## src/design/hdsa_defines.vh

```
`ifndef HDSA_DEFINES_VH
`define HDSA_DEFINES_VH
// ************************************************************
// Register map
// ************************************************************
`define HDSA_A_CTRL  8'h00
`define HDSA_A_RATE  8'h04
`define HDSA_A_CHARS 8'h08
`define HDSA_A_BRKC  8'h0C
`define HDSA_A_TXD   8'h10
`define HDSA_A_RXD   8'h14
`define HDSA_A_LEN   8'h18
`define HDSA_A_CMD   8'h1C
`define HDSA_A_STAT  8'h20
`define HDSA_A_MASK  8'h24
`define HDSA_A_STATE 8'h28
// ************************************************************
// Fields and reset values
// ************************************************************
`define HDSA_CTRL_RST  8'h80
`define HDSA_RATE_RST  15'h0258
`define HDSA_CHARS_RST 32'hFF15FF15
`define HDSA_BRKC_RST  8'h00
`define HDSA_LEN_RST   16'h0050
`define HDSA_FMT_8     2'h3
`define HDSA_HS_MODEM  3'h0
`define HDSA_HS_TERM   3'h1
`define HDSA_HS_IGN    3'h2
`define HDSA_HS_WAIT   3'h3
`define HDSA_HS_SET    3'h4
`define HDSA_CODE_NL   8'hE3
`define HDSA_CODE_END  8'hFF
`define HDSA_EV_RXCHR  0
`define HDSA_EV_RXEOB  1
`define HDSA_EV_RXFULL 2
`define HDSA_EV_EOF    3
`define HDSA_EV_TXEOB  4
`define HDSA_EV_BRK    5
// ************************************************************
// Timing
// ************************************************************
`define HDSA_CLK_HZ    125000000
`define HDSA_OVERSAMP  16
`define HDSA_SUB_LAST  4'hF
`define HDSA_SUB_MID   4'h7
`endif

```

## src/design/hdsa_adapter.v

```verilog
// How it works
// - Bit rate programmable 20 to 16383.5 bps in half-bps steps.
// - Formats: 5 bits, 6 or 7 bits plus parity, 8 bits.
// - Transmit and receive are never active together.
// - Breaks on the receive line are ignored while transmitting.
// - Break character in 5/6/7-bit format holds space three character times.
// - Peer dropping its ready line during input flags end of file.
// - Receiver stops storing once the input buffer is full.
// - Input ends on input end-of-block character or full buffer.
// - Equal new-line and end-of-block gives one record per operation.
// - Received codes are stored unchanged.
// - Ignore, wait and set modes bend the RTS/CTS conventions.
// - Modem and terminal modes use the full half-duplex control set.
// - Software selects terminal or modem role toward the peer.
// - Code E3 sends output new-line; FF sends end-of-block and ends.
`include "hdsa_defines.vh"
`timescale 1ns/1ps
`default_nettype none
module hdsa_adapter #(
  parameter LENW = 16
) (
  input  wire       clk,
  input  wire       reset,
  input  wire       ce,
  input  wire [7:0] addr,
  input  wire [31:0] wdata,
  input  wire       wr,
  input  wire       rd,
  output reg  [31:0] rdata,
  output wire       irq,
  output reg        line_out,
  input  wire       line_in,
  output reg        rts_out,
  input  wire       cts_in,
  output reg        cts_out,
  input  wire       rts_in,
  output reg        ready_out,
  input  wire       ready_in
);
  localparam T_IDLE = 2'd0;
  localparam T_HS   = 2'd1;
  localparam T_SEND = 2'd2;
  localparam R_IDLE  = 2'd0;
  localparam R_START = 2'd1;
  localparam R_BITS  = 2'd2;
  localparam [28:0] MODULUS = 2 * `HDSA_CLK_HZ;
  // ************************************************************
  // Registers
  // ************************************************************
  reg  [7:0]      ctrl;
  reg  [14:0]     rate2;
  reg  [31:0]     chars;
  reg  [7:0]      brk_char;
  reg  [LENW-1:0] buf_len;
  reg  [LENW-1:0] rx_cnt;
  reg  [5:0]      stat;
  reg  [5:0]      mask;
  reg  [7:0]      rx_data;
  reg  [7:0]      tx_hold;
  reg             tx_pend;
  reg             rx_act;
  reg             ready_q;
  reg  [28:0]     acc;
  reg             tick;
  reg  [1:0]      tx_st;
  reg  [3:0]      tx_sub;
  reg  [10:0]     tx_sh;
  reg             tx_fill;
  reg  [4:0]      tx_bits;
  reg             tx_last;
  reg  [1:0]      rx_st;
  reg  [3:0]      rx_sub;
  reg  [3:0]      rx_k;
  reg  [9:0]      rx_sh;
  wire [1:0] fmt   = ctrl[1:0];
  wire       podd  = ctrl[2];
  wire       dce   = ctrl[3];
  wire [2:0] hs    = ctrl[6:4];
  wire       onl   = ctrl[7];
  wire [7:0] in_nl  = chars[7:0];
  wire [7:0] in_eob = chars[15:8];
  wire [7:0] out_nl = chars[23:16];
  wire [7:0] out_eob = chars[31:24];
  wire       std_hs = (hs == `HDSA_HS_MODEM) || (hs == `HDSA_HS_TERM);
  // Frame length in bits, start and stop included.
  wire [3:0] nb = (fmt == 2'd0) ? 4'd7 : (fmt == 2'd1) ? 4'd9 : 4'd10;
  wire [3:0] ndat = 4'd5 + {2'b00, fmt};
  wire       wr_a = ce & wr;
  wire [5:0] ev;
  wire [31:0] cnt_ext = {{(32-LENW){1'b0}}, rx_cnt};
  // ************************************************************
  // Bit-rate generator
  // ************************************************************
  // A phase accumulator in half-bps units gives exact 0.5 bps
  // resolution with no rounding drift across the range.
  wire [28:0] step = {10'h000, rate2, 4'h0};
  wire [29:0] sum  = {1'b0, acc} + {1'b0, step};
  always @(posedge clk)
  begin
    if (reset)
    begin
      acc  <= 29'h0;
      tick <= 1'b0;
    end
    else if (ce)
    begin
      if (sum >= {1'b0, MODULUS})
      begin
        acc  <= sum[28:0] - MODULUS;
        tick <= 1'b1;
      end
      else
      begin
        acc  <= sum[28:0];
        tick <= 1'b0;
      end
    end
  end
  // ************************************************************
  // Handshake lines
  // ************************************************************
  reg go;
  always @*
  begin
    case (hs)
      `HDSA_HS_IGN:  go = 1'b1;
      `HDSA_HS_WAIT: go = dce ? rts_in : cts_in;
      `HDSA_HS_SET:  go = 1'b1;
      default:       go = dce ? 1'b1 : cts_in;
    endcase
  end
  always @(posedge clk)
  begin
    if (reset)
    begin
      rts_out   <= 1'b0;
      cts_out   <= 1'b0;
      ready_out <= 1'b0;
    end
    else if (ce)
    begin
      ready_out <= onl;
      if (std_hs)
      begin
        rts_out <= ~dce & (tx_st != T_IDLE);
        cts_out <= dce & rts_in & (tx_st == T_IDLE) & (rx_st == R_IDLE);
      end
      else
      begin
        rts_out <= (hs == `HDSA_HS_SET);
        cts_out <= (hs == `HDSA_HS_SET);
      end
    end
  end
  // ************************************************************
  // Transmitter
  // ************************************************************
  function [10:0] frame_of;
    input [1:0] f;
    input       odd;
    input [7:0] c;
    begin
      case (f)
        2'd0:    frame_of = {5'h1F, c[4:0], 1'b0};
        2'd1:    frame_of = {3'h7, odd ^ (^c[5:0]), c[5:0], 1'b0};
        2'd2:    frame_of = {2'h3, odd ^ (^c[6:0]), c[6:0], 1'b0};
        default: frame_of = {2'h3, c, 1'b0};
      endcase
    end
  endfunction
  wire is_brk = (tx_hold == brk_char) && (fmt != `HDSA_FMT_8);
  reg [7:0] tx_ch;
  always @*
  begin
    case (tx_hold)
      `HDSA_CODE_NL:  tx_ch = out_nl;
      `HDSA_CODE_END: tx_ch = out_eob;
      default:        tx_ch = tx_hold;
    endcase
  end
  wire tx_end = tick & (tx_sub == `HDSA_SUB_LAST) & (tx_bits == 5'd1);
  always @(posedge clk)
  begin
    if (reset)
    begin
      tx_st    <= T_IDLE;
      tx_sub   <= 4'h0;
      tx_sh    <= 11'h7FF;
      tx_fill  <= 1'b1;
      tx_bits  <= 5'd0;
      tx_last  <= 1'b0;
      tx_pend  <= 1'b0;
      tx_hold  <= 8'h00;
      line_out <= 1'b1;
    end
    else if (ce)
    begin
      if (wr_a && addr == `HDSA_A_TXD && !tx_pend)
      begin
        tx_hold <= wdata[7:0];
        tx_pend <= 1'b1;
      end
      case (tx_st)
        T_IDLE:
        begin
          line_out <= 1'b1;
          if (tx_pend && onl && rx_st == R_IDLE)
            tx_st <= T_HS;
        end
        T_HS:
        begin
          if (rx_st != R_IDLE)
            tx_st <= T_IDLE;
          else if (go)
          begin
            tx_pend <= 1'b0;
            tx_sub  <= 4'h0;
            tx_last <= (tx_hold == `HDSA_CODE_END);
            if (is_brk)
            begin
              tx_sh   <= 11'h000;
              tx_fill <= 1'b0;
              tx_bits <= {1'b0, nb} + {1'b0, nb} + {1'b0, nb};
            end
            else
            begin
              tx_sh   <= frame_of(fmt, podd, tx_ch);
              tx_fill <= 1'b1;
              tx_bits <= {1'b0, nb};
            end
            tx_st <= T_SEND;
          end
        end
        T_SEND:
        begin
          line_out <= tx_sh[0];
          if (tick)
          begin
            tx_sub <= tx_sub + 4'h1;
            if (tx_sub == `HDSA_SUB_LAST)
            begin
              tx_sh   <= {tx_fill, tx_sh[10:1]};
              tx_bits <= tx_bits - 5'd1;
              if (tx_bits == 5'd1)
                tx_st <= T_IDLE;
            end
          end
        end
        default: tx_st <= T_IDLE;
      endcase
    end
  end
  // ************************************************************
  // Receiver
  // ************************************************************
  wire [3:0] nk   = nb - 4'd1;
  // The last bit is judged in the cycle that shifts it in, so decode from
  // the shift value that includes the bit now on the line.
  wire [9:0] rx_nsh = {line_in, rx_sh[9:1]};
  wire [9:0] word = rx_nsh >> (4'd10 - nk);
  wire [7:0] dmask = ~(8'hFF << ndat);
  wire [7:0] rx_d  = word[7:0] & dmask;
  wire       rx_stop = word[nk - 4'd1];
  wire rx_done = tick & (rx_st == R_BITS) & (rx_sub == `HDSA_SUB_LAST)
                 & (rx_k == nk - 4'd1);
  wire rx_brk   = rx_done & (rx_d == 8'h00) & ~rx_stop & (tx_st == T_IDLE);
  wire rx_store = rx_done & rx_stop & rx_act;
  wire at_eob   = rx_store & (rx_d == in_eob);
  wire at_full  = rx_store & ~at_eob & (rx_cnt + 1'b1 == buf_len);
  wire eof      = rx_act & ready_q & ~ready_in;
  always @(posedge clk)
  begin
    if (reset)
    begin
      rx_st   <= R_IDLE;
      rx_sub  <= 4'h0;
      rx_k    <= 4'h0;
      rx_sh   <= 10'h000;
      rx_data <= 8'h00;
      rx_cnt  <= {LENW{1'b0}};
      rx_act  <= 1'b0;
      ready_q <= 1'b0;
    end
    else if (ce)
    begin
      ready_q <= ready_in;
      case (rx_st)
        R_IDLE:
          if (tick && !line_in && tx_st == T_IDLE)
          begin
            rx_st  <= R_START;
            rx_sub <= 4'h0;
          end
        R_START:
          if (tick)
          begin
            rx_sub <= rx_sub + 4'h1;
            if (rx_sub == `HDSA_SUB_MID)
            begin
              rx_st  <= line_in ? R_IDLE : R_BITS;
              rx_sub <= 4'h0;
              rx_k   <= 4'h0;
            end
          end
        R_BITS:
          if (tick)
          begin
            rx_sub <= rx_sub + 4'h1;
            if (rx_sub == `HDSA_SUB_LAST)
            begin
              rx_sh <= {line_in, rx_sh[9:1]};
              rx_k  <= rx_k + 4'h1;
              if (rx_k == nk - 4'd1)
                rx_st <= R_IDLE;
            end
          end
        default: rx_st <= R_IDLE;
      endcase
      if (rx_store)
      begin
        rx_data <= rx_d;
        rx_cnt  <= rx_cnt + 1'b1;
      end
      if (wr_a && addr == `HDSA_A_CMD && wdata[0])
      begin
        rx_act <= 1'b1;
        rx_cnt <= {LENW{1'b0}};
      end
      else if (at_eob || at_full || eof || (wr_a && addr == `HDSA_A_CMD
               && wdata[1]))
        rx_act <= 1'b0;
    end
  end
  // ************************************************************
  // Software registers and interrupt
  // ************************************************************
  assign ev = {rx_brk, tx_end & tx_last, eof, at_full, at_eob, rx_store};
  assign irq = |(stat & mask);
  always @(posedge clk)
  begin
    if (reset)
    begin
      ctrl     <= `HDSA_CTRL_RST;
      rate2    <= `HDSA_RATE_RST;
      chars    <= `HDSA_CHARS_RST;
      brk_char <= `HDSA_BRKC_RST;
      buf_len  <= `HDSA_LEN_RST;
      stat     <= 6'h00;
      mask     <= 6'h00;
      rdata    <= 32'h0;
    end
    else if (ce)
    begin
      // A new event wins over a write-one-to-clear in the same cycle.
      if (wr_a && addr == `HDSA_A_STAT)
        stat <= (stat & ~wdata[5:0]) | ev;
      else
        stat <= stat | ev;
      if (wr_a)
      begin
        case (addr)
          `HDSA_A_CTRL:  ctrl <= wdata[7:0];
          `HDSA_A_RATE:  rate2 <= wdata[14:0];
          `HDSA_A_CHARS: chars <= wdata;
          `HDSA_A_BRKC:  brk_char <= wdata[7:0];
          `HDSA_A_LEN:   buf_len <= wdata[LENW-1:0];
          `HDSA_A_MASK:  mask <= wdata[5:0];
          default:       ;
        endcase
      end
      if (rd)
      begin
        case (addr)
          `HDSA_A_CTRL:  rdata <= {24'h0, ctrl};
          `HDSA_A_RATE:  rdata <= {17'h0, rate2};
          `HDSA_A_CHARS: rdata <= chars;
          `HDSA_A_BRKC:  rdata <= {24'h0, brk_char};
          `HDSA_A_RXD:   rdata <= {24'h0, rx_data};
          `HDSA_A_LEN:   rdata <= {{(32-LENW){1'b0}}, buf_len};
          `HDSA_A_STAT:  rdata <= {26'h0, stat};
          `HDSA_A_MASK:  rdata <= {26'h0, mask};
          `HDSA_A_STATE: rdata <= {cnt_ext[15:0], 8'h0,
                                   rx_act, tx_pend, rx_st, tx_st, 2'b00};
          default:       rdata <= 32'h0;
        endcase
      end
      else
        rdata <= 32'h0;
    end
  end
endmodule
`default_nettype wire

```

## config.mk

```make
export PLATFORM = sky130hd
export DESIGN_NAME = hdsa_adapter
export DESIGN_NICKNAME = d
export VERILOG_FILES = /design/src/design/hdsa_adapter.v
export VERILOG_INCLUDE_DIRS = /design/src /design/src/design
export SDC_FILE = /design/constraint.sdc
export NUM_CORES = 1
export LEC_CHECK = 0
export ABC_CLOCK_PERIOD_IN_PS = 4900
export BUFFER_PORTS_ARGS = -buffer_cell sky130_fd_sc_hd__buf_2
export CAP_MARGIN = 20
export CORE_MARGIN = 3
export CORE_UTILIZATION = 41
export CTS_BUF_LIST = sky130_fd_sc_hd__clkbuf_2 sky130_fd_sc_hd__clkbuf_4 sky130_fd_sc_hd__clkbuf_8
export CTS_CLUSTER_DIAMETER = 200
export DETAILED_ROUTE_END_ITERATION = 16
export HOLD_SLACK_MARGIN = 0.12
export PLACE_DENSITY_LB_ADDON = 0.1
export SYNTH_ARGS = -nofsm -noshare
export SYNTH_HDL_FRONTEND = slang
export SYNTH_SLANG_ARGS = --single-unit
```

## constraint.sdc

```tcl
create_clock -name clk -period 4.9 [get_ports clk]
set_input_delay 0.98 -clock clk [delete_from_list [all_inputs] [get_ports clk]]
set_output_delay 0.98 -clock clk [all_outputs]
set_load 0.1 [all_outputs]
```

* Yosys cells after proc, flatten, opt, wreduce, memory -nomap -nowiden
Cells that the tools add are included.
** Cells by class
- Add/subtract/negate cells :: 13
- Magnitude comparators :: 2
- Equality and inequality tests :: 44
- Shift operators :: 2
- Mux-type cells :: 67
- Bitwise gates (word level) :: 35
- Reductions and logical operators :: 54
** Operators by type and width (count)
- one-hot mux 32 bit (9 select lines) :: 1
- 2-to-1 mux 11 bit :: 5
- 2-to-1 mux 4 bit :: 12
- == test 8 x 5 -> 1 bit (second input constant) :: 4
- 2-to-1 mux 16 bit :: 2
- 2-to-1 mux 32 bit :: 1
- adder 29 x 19 -> 30 bit :: 1
- greater-or-equal comparator 30 x 28 -> 1 bit (second input constant) :: 1
- 2-to-1 mux 29 bit :: 1
- subtractor 29 x 28 -> 29 bit (second input constant) :: 1
- 2-to-1 mux 2 bit :: 14
- one-hot mux 9 bit (3 select lines) :: 1
- 2-to-1 mux 5 bit :: 5
- == test 8 x 6 -> 1 bit (second input constant) :: 3
- one-hot mux 11 bit (2 select lines) :: 1
- AND 1 bit :: 21
- != test 2 bit (second input constant) :: 10
- AND reduction 3 bit :: 6
- AND reduction 6 bit :: 3
- adder 16 x 1 -> 16 bit (second input constant) :: 1
- == test 16 bit :: 1
- == test 8 x 4 -> 1 bit (second input constant) :: 2
- == test 8 bit :: 2
- == test 8 bit (second input constant) :: 2
- other kinds (54) :: 116
** Word-level totals
- Register bits after elaboration :: 236
- Input port bits :: 49
- Output and inout bits :: 37
- Logic and storage cells :: 247

* Longest topological paths before layout
Gate-level depths: netlist of the first run.
- Depth in word-level cells :: 19
- Mapped depth :: 15
- Depth with buffers taken out :: 15

* Worst setup path before layout of the first run
No wires, ideal clock.
- Path type :: reg-to-reg
- From :: reg rate2[0]
- To :: reg acc[19]
- Library setup time :: 123 ps
- Arrival time :: 3575 ps
- Data required time :: 4777 ps
- Path slack :: 1202 ps
- Stages on the path, launching flop included :: 15
- Buffers on the path :: 1
- Clock period less this slack :: 3698 ps
- Path through :: dfxtp_1 > ha_1 > fa_1 > a211oi_4 > o21a_4 > a21oi_2 > or3_4 > a221oi_2 > o41ai_4 > a21o_4 > a21o_1 > buf_6 > and3_1 > nor3_2 > mux2_1
** On the way
- Cells in the longest elaborated chain, start to end :: 3
- Elaborated cells on any way between the ends :: 4
- Classes of those cells :: 2 x add/sub; 1 x order compare; 1 x mux
** Ends and longest elaborated chain
- start, declared :: RTL line hdsa_adapter.v:51 : reg [14:0] rate2;
- start signal, assigned :: RTL line hdsa_adapter.v:344 : rate2 <= `HDSA_RATE_RST;
- start signal, assigned :: RTL line hdsa_adapter.v:363 : `HDSA_A_RATE: rate2 <= wdata[14:0];
- adder 29 x 19 -> 30 bit (*) :: RTL line hdsa_adapter.v:97 : wire [29:0] sum = {1'b0, acc} + {1'b0, step};
- subtractor 29 x 28 -> 29 bit / greater-or-equal comparator 30 x 28 -> 1 bit (equally long branches) :: RTL line hdsa_adapter.v:109, hdsa_adapter.v:107
- 2-to-1 mux 29 bit (*) :: RTL line hdsa_adapter.v:107 : if (sum >= {1'b0, MODULUS})
- end signal, assigned :: RTL line hdsa_adapter.v:109 : acc <= sum[28:0] - MODULUS;
- end signal, assigned :: RTL line hdsa_adapter.v:114 : acc <= sum[28:0];
- end, declared :: RTL line hdsa_adapter.v:63 : reg [28:0] acc;
Every way passes the cells marked *; elsewhere a longest branch is shown, timed or not.
A chain may end at the register's enable or synchronous reset.

* Final worst setup path of the first run
- From :: reg rate2[0]
- To :: reg acc[21]
The elaborated chain is that of the path after synthesis.

==> results of run 1 <==
## metrics by stage
step	instances	cell area [um^2]
finish	2085	14200
global route	2085	14200
CTS	2085	14200
detailed placement	2008	13300
global placement	2008	13300
floorplan	1622	12600
## logic make-up after synthesis
| logic type | synth area share (%) |
|---|---|
| mux | 2.22 |
| buf+inv | 4.50 |
| fa+ha+maj | 2.83 |
| xor+xnor | 6.08 |
| simple gates | 25.1 |
| compound gates | 22.6 |
| flops | 36.6 |
## flip-flops by register name (all words and copies together) (netlist names), 11 cells and up
signal and flops:
tx_sh 11, acc 25, buf_len 16, rx_cnt 16, rdata 32, rate2 15, chars 32
## Yosys cell counts (4+ instances only)
master,number
and2_1,12
buf_2,6
nand4_1,21
xnor2_1,53
and3_1,20
or4_1,5
or2_2,7
a221oi_1,15
clkbuf_1,107
nand2b_1,5
o211ai_1,14
a22oi_1,60
nor2_1,156
o21ai_1,7
a21oi_1,133
or3_1,10
a311oi_1,7
a211oi_1,16
o21ai_0,51
nand2_1,293
nor2b_1,6
a31oi_1,7
nor3b_1,4
mux2i_1,23
o21a_1,4
dfxtp_1,230
a21oi_2,6
nand3_1,101
a222oi_1,6
inv_1,25
a211o_1,4
xor2_1,30
a22o_1,25
a21o_1,9
nor4_1,6
ha_1,26
a211oi_2,5
nor3_1,27
## metal layers
metal,track usage (%),part of all wire [%],vias to the layer above
met5,0,0,-
met4,7.34,2.7,0
met3,4.19,6.2,71
met2,35.9,43,359
met1,33.9,48,5705
li1,-,-,5872
## final cells by class
cell class | count | area, um^2 | share of cell area (%)
Multi-Input combinational cell | 1248 | 7430 | 52.2
Sequential cell | 230 | 4600 | 32.4
Clock buffer | 66 | 858 | 6.04
Timing Repair Buffer | 115 | 657 | 4.62
Tap cell | 390 | 488 | 3.43
Inverter | 25 | 93.8 | 0.660
Clock inverter | 11 | 88.8 | 0.625
## worst paths after layout
check	endpoint	slack [ps]	cells past startpoint
max	acc[21]	670	14
max reg2reg	acc[21]	670	14
min	rx_data[0]	460	2
min reg2reg	rx_data[0]	460	2
## critical path, delay by kind of cell (launching register included)
kind,cells,cell delay [ps]
AOI/OAI and AO/OA,9,2140
adders and majority gates,2,740
and+or+nand+nor,1,350
DFF,1,340
muxes,1,330
buffers and inverters,1,210
## power breakdown
part	total, mW	switching (mW)	leakage (nW)	internal [mW]
sequential	1.89	0.00832	1.86	1.88
combinational	0.280	0.191	2.99	0.0891
clock	2.04	0.867	0.505	1.17
total	4.21	1.07	5.36	3.14
==> metrics.csv, run 1 <==
stage,metric,value,unit
yosys,synth-seq-cells,230,
setup_path,crit_required,5340,ps
timing,setup_tns,0,ps
yosys,synth_top_area_share,36.6,%
yosys,yosysWarnings,0,
timing,setup_violations,0,
die,start_util,42.0,%
cells_and_area,n_antenna_cell,0,
pwr,peakVddDrop,181,uV
clocking,clock-sinks,230,
clocking,clk_path_buf_depth,3,
detailed_routing,drc,0,
yosys,syn_inst,1622,
setup_path,cp_slowest_cell,o41ai_4,
detailed_routing,viasPerCell,5.76,
yosys,yosysTopAreaCell,dfxtp_1,
clocking,post-cts-setup-buffers,0,
die,pin_count,86,
setup_path,crit_path_cell_trace,ha_1 -> fa_1 -> a211oi_4 -> o21a_4 -> o211ai_1 -> a2111oi_4 -> a221oi_2 -> o41ai_4 -> a21o_4 -> a21oi_2 -> buf_4 -> or3_1 -> a21oi_1 -> mux2_1,
place,numPortBuffers,85,
yosys,async_reset_ff_share,0,%
clocking,cts.htree.levels,2,
clocking,cts_tree,built,
detailed_routing,routed_wirelength,40.1,mm
cells_and_area,num-fill-cells,3072,
detailed_routing,dr.pass1.iters,7,
cells_and_area,finalCoreUtilization,47.5,%
detailed_routing,drtIter0Drc,1034,
die,die_w,181,um
yosys,synthesis.nets,1698,
die,core-area,0.0300,mm^2
status,status,"finished, final reports clean",
yosys,synth_cell_type_count,88,
pwr,finalPower,4.21,mW
hold_path,hp-start,rx_data[0],
place,dp_hpwl,28.3,mm
timing,max_freq,0.236,GHz
cells_and_area,final_common_cell,nand2_1,
yosys,syn_area,0.0126,mm^2
detailed_routing,wl_per_cell,19.2,um
timing,finClkSkew,22.1,ps
yosys,yosys-top-cells-area,"dfxtp_1 37%, nand2_1 8.7%, a21oi_1 5.3%",
die,rows,63,
pwr,p_leak,5.36,nW
hold_path,hp-class,reg2reg,
grt,grt_max_degree,78,
cells_and_area,fin_nets,1738,
yosys,synth_edf_count,0,
clocking,ctsHoldBuffers,0,
detailed_routing,ant_nets,0,
grt,grt_overflow,0,
die,die_h,181,um
clocking,clock_latency,560,ps
place,preCtsSetupSlack,709,ps
grt,antenna_found_initial,0,
timing,finalHoldViolations,0,
job,max_cap_violations,0,
yosys,ys.flop_type,dfxtp_1,
setup_path,timing.rr.start,rate2[0],
yosys,yosysSeqAreaShare,36.6,%
timing,report.final.slew_viol_count,0,
timing,tightest_slew,959,ps
yosys,syn-mean-instance-area,7.76,um^2
timing,layout_setup_ws,671,ps
timing,slew_headroom,35.8,%
setup_path,cp_slowest_stage_delay,500,ps
die,dieArea,0.0328,mm^2
setup_path,end_kind,flop,
clocking,cts-root-buf,clkbuf_8,
place,gp_congestion,0.925,
setup_path,start_kind,flop,
timing,rsz0062_at_grt,no,
clocking,ctsResizeCount,0,
grt,first_global_vias,11100,
cells_and_area,layout_common_cells,"293 x nand2_1, 230 x dfxtp_1, 154 x nor2_1",
timing,hold-worst-slack,457,ps
setup_path,crit_type,reg2reg,
clocking,numCtsBuffers,42,
pwr,power_density,296,mW/mm^2
grt,grt_first_pass_wirelength,63.0,mm
cells_and_area,drive_above_1_share,14.5,%
timing,period_share,86.3,%
clocking,clk_pin_slew,60,ps
cells_and_area,area_delta_synth_final,12.9,%
detailed_routing,vias,12000,
timing,finalCriticalPeriod,4230,ps
setup_path,critPathLaunch,rate2[0],
grt,grt_usage,23.6,%
setup_path,cp_data_arrival_time,4670,ps
setup_path,worstPathMaxFanout,16,
Note: power is estimated with default switching activity, not from simulation.
==> run 2: changes to the inputs <==
==> constraint.sdc (replaced) <==
create_clock -name clk -period 4.9 [get_ports clk]
set_input_delay 0.245 -clock clk [delete_from_list [all_inputs] [get_ports clk]]
set_output_delay 0.245 -clock clk [all_outputs]
set_load 0.1 [all_outputs]
==> metrics.csv, run 2 (synthesis gave the netlist of run 1 again) <==
stage,metric,value,unit,change
clocking,cts.htree.levels,2,,unchanged
setup_path,rr_worst_depth,14,,unchanged
clocking,clock_latency,560,ps,about the same
cells_and_area,final_common_cell,nand2_1,,unchanged
hold_path,hp-class,in2reg,,was reg2reg
timing,slew_headroom,24.6,%,was 35.8%
setup_path,cp_slowest_stage_delay,500,ps,about the same
setup_path,start_kind,flop,,unchanged
die,dieArea,0.0328,mm^2,unchanged
setup_path,cp_data_arrival_time,4680,ps,was 4670 ps
status,status,"finished, final reports clean",,unchanged
pwr,p_leak,5.47,nW,was 5.36 nW
grt,grt_max_degree,88,,was 78
hold_path,whs_path_depth,8,,was 2
grt,grt_first_pass_wirelength,64.1,mm,was 63.0 mm
clocking,cts_tree,built,,unchanged
setup_path,worstPathMaxFanout,16,,unchanged
die,core-area,0.0300,mm^2,unchanged
timing,max_freq,0.235,GHz,was 0.236 GHz
place,numPortBuffers,85,,unchanged
setup_path,timing.rr.start,rate2[0],,unchanged
clocking,numCtsBuffers,42,,unchanged
pwr,power_density,285,mW/mm^2,was 296 mW/mm^2
place,preCtsSetupSlack,722,ps,was 709 ps
setup_path,crit_cells,14,,unchanged
cells_and_area,fin_nets,1773,,was 1738
setup_path,cp_slowest_cell,o41ai_4,,unchanged
clocking,cts-root-buf,clkbuf_8,,unchanged
cells_and_area,num-fill-cells,3038,,was 3072
grt,first_global_vias,11400,,was 11100
timing,layout_setup_ws,649,ps,was 671 ps
timing,finClkSkew,17.5,ps,was 22.1 ps
setup_path,critPathLaunch,rate2[0],,unchanged
detailed_routing,wl_per_cell,19.2,um,about the same
job,max_cap_violations,0,,unchanged
setup_path,cp_num_buf_inv,1,,unchanged
timing,setup_violations,0,,unchanged
grt,grt_overflow,0,,unchanged
detailed_routing,vias,12100,,was 12000
setup_path,end_kind,flop,,unchanged
timing,finalCriticalPeriod,4250,ps,was 4230 ps
die,start_util,42.0,%,unchanged
place,gp_congestion,0.936,,was 0.925
cells_and_area,finalCoreUtilization,48.5,%,was 47.5%
grt,antenna_found_initial,0,,unchanged
clocking,clock-sinks,230,,unchanged
cells_and_area,layout_common_cells,"293 x nand2_1, 230 x dfxtp_1, 154 x nor2_1",,unchanged
timing,rsz0062_at_grt,no,,unchanged
detailed_routing,routed_wirelength,40.6,mm,was 40.1 mm
setup_path,critPathTopFamily,compound AO/OA/AOI/OAI gates,,unchanged
clocking,clk_path_buf_depth,3,,unchanged
cells_and_area,n_antenna_cell,0,,unchanged
cells_and_area,multi_input_area,0.00743,mm^2,unchanged
place,dp_hpwl,28.8,mm,was 28.3 mm
timing,period_share,86.8,%,was 86.3%
timing,setup_tns,0,ps,unchanged
timing,tightest_slew,1130,ps,was 959 ps
cells_and_area,area_delta_synth_final,15.4,%,was 12.9%
detailed_routing,ant_nets,0,,unchanged
clocking,post-cts-setup-buffers,0,,unchanged
grt,grt_usage,23.9,%,was 23.6%
die,rows,63,,unchanged
clocking,ctsResizeCount,0,,unchanged
detailed_routing,drtIter0Drc,1148,,was 1034
die,die_w,181,um,unchanged
timing,report.final.slew_viol_count,0,,unchanged
detailed_routing,viasPerCell,5.74,,was 5.76
pwr,peakVddDrop,192,uV,was 181 uV
detailed_routing,dr.pass1.iters,5,,was 7
setup_path,crit_type,reg2reg,,unchanged
die,die_h,181,um,unchanged
clocking,ctsHoldBuffers,37,,was 0
cells_and_area,drive_above_1_share,13.8,%,was 14.5%
cells_and_area,top_regs,"chars x32, rdata x32, acc x25",,unchanged
cells_and_area,seqCellArea,0.00460,mm^2,unchanged
die,pin_count,86,,unchanged
setup_path,crit_required,5330,ps,was 5340 ps
setup_path,crit_path_cell_trace,ha_1 -> fa_1 -> a211oi_4 -> o21a_4 -> o211ai_1 -> a2111oi_4 -> a221oi_2 -> o41ai_4 -> a21o_4 -> a21oi_2 -> buf_4 -> or3_1 -> a21oi_1 -> mux2_1,,unchanged
timing,finalHoldViolations,0,,unchanged
detailed_routing,drc,0,,unchanged
hold_path,hp-start,cts_in,,was rx_data[0]
clocking,clk_pin_slew,70,ps,was 60 ps
==> run 2: per-layer routing <==
layer | routed length (um) | track usage (%)
met5 | 0 | 0
met4 | 1100 | 7.50
met3 | 2440 | 3.89
met2 | 17800 | 36.9
met1 | 19200 | 34.3
==> run 2: final timing paths <==
path / end / slack, ps
hold / removal: tx_st[0] / 220
hold reg to reg: rx_data[3] / 450
setup / recovery: acc[21] / 650
setup reg to reg: acc[21] / 650
==> run 2: worst register-to-register path: cells and delay by family (launching register included) <==
kind	cells	cell delay, ps
compound gates	9	2150
fa+ha+maj	2	730
simple gates	1	360
flops	1	330
mux	1	330
buf+inv	1	210
==> run 2: power breakdown <==
part	internal [mW]	switching (mW)	total [mW]	leakage, nW
Combinational	0.108	0.194	0.302	3.14
Clock	1.11	0.833	1.94	0.478
Sequential	1.88	0.00870	1.89	1.86
Total	3.10	1.04	4.14	5.47
==> run 2: cell type report <==
| type | count | area share, % |
|---|---|---|
| flip-flops and latches | 230 | 31.7 |
| clock buffers | 67 | 5.91 |
| well taps | 390 | 3.36 |
| clock inverters | 6 | 0.267 |
| multi-input cells | 1248 | 51.1 |
| inverters | 25 | 0.646 |
| repair buffers | 150 | 7.02 |
==> run 2: through the flow <==
stage                     instance area, um^2  hold slack [ps]  std cells  total power [mW]
after floorplan                         12600              369       1622              2.12
after global placement                  13200              439       2004              2.21
after detailed placement                13300              445       2006              2.21
after CTS                               14500              173       2116              4.19
after global routing                    14500              248       2116              4.29
final                                   14500              218       2116              4.14
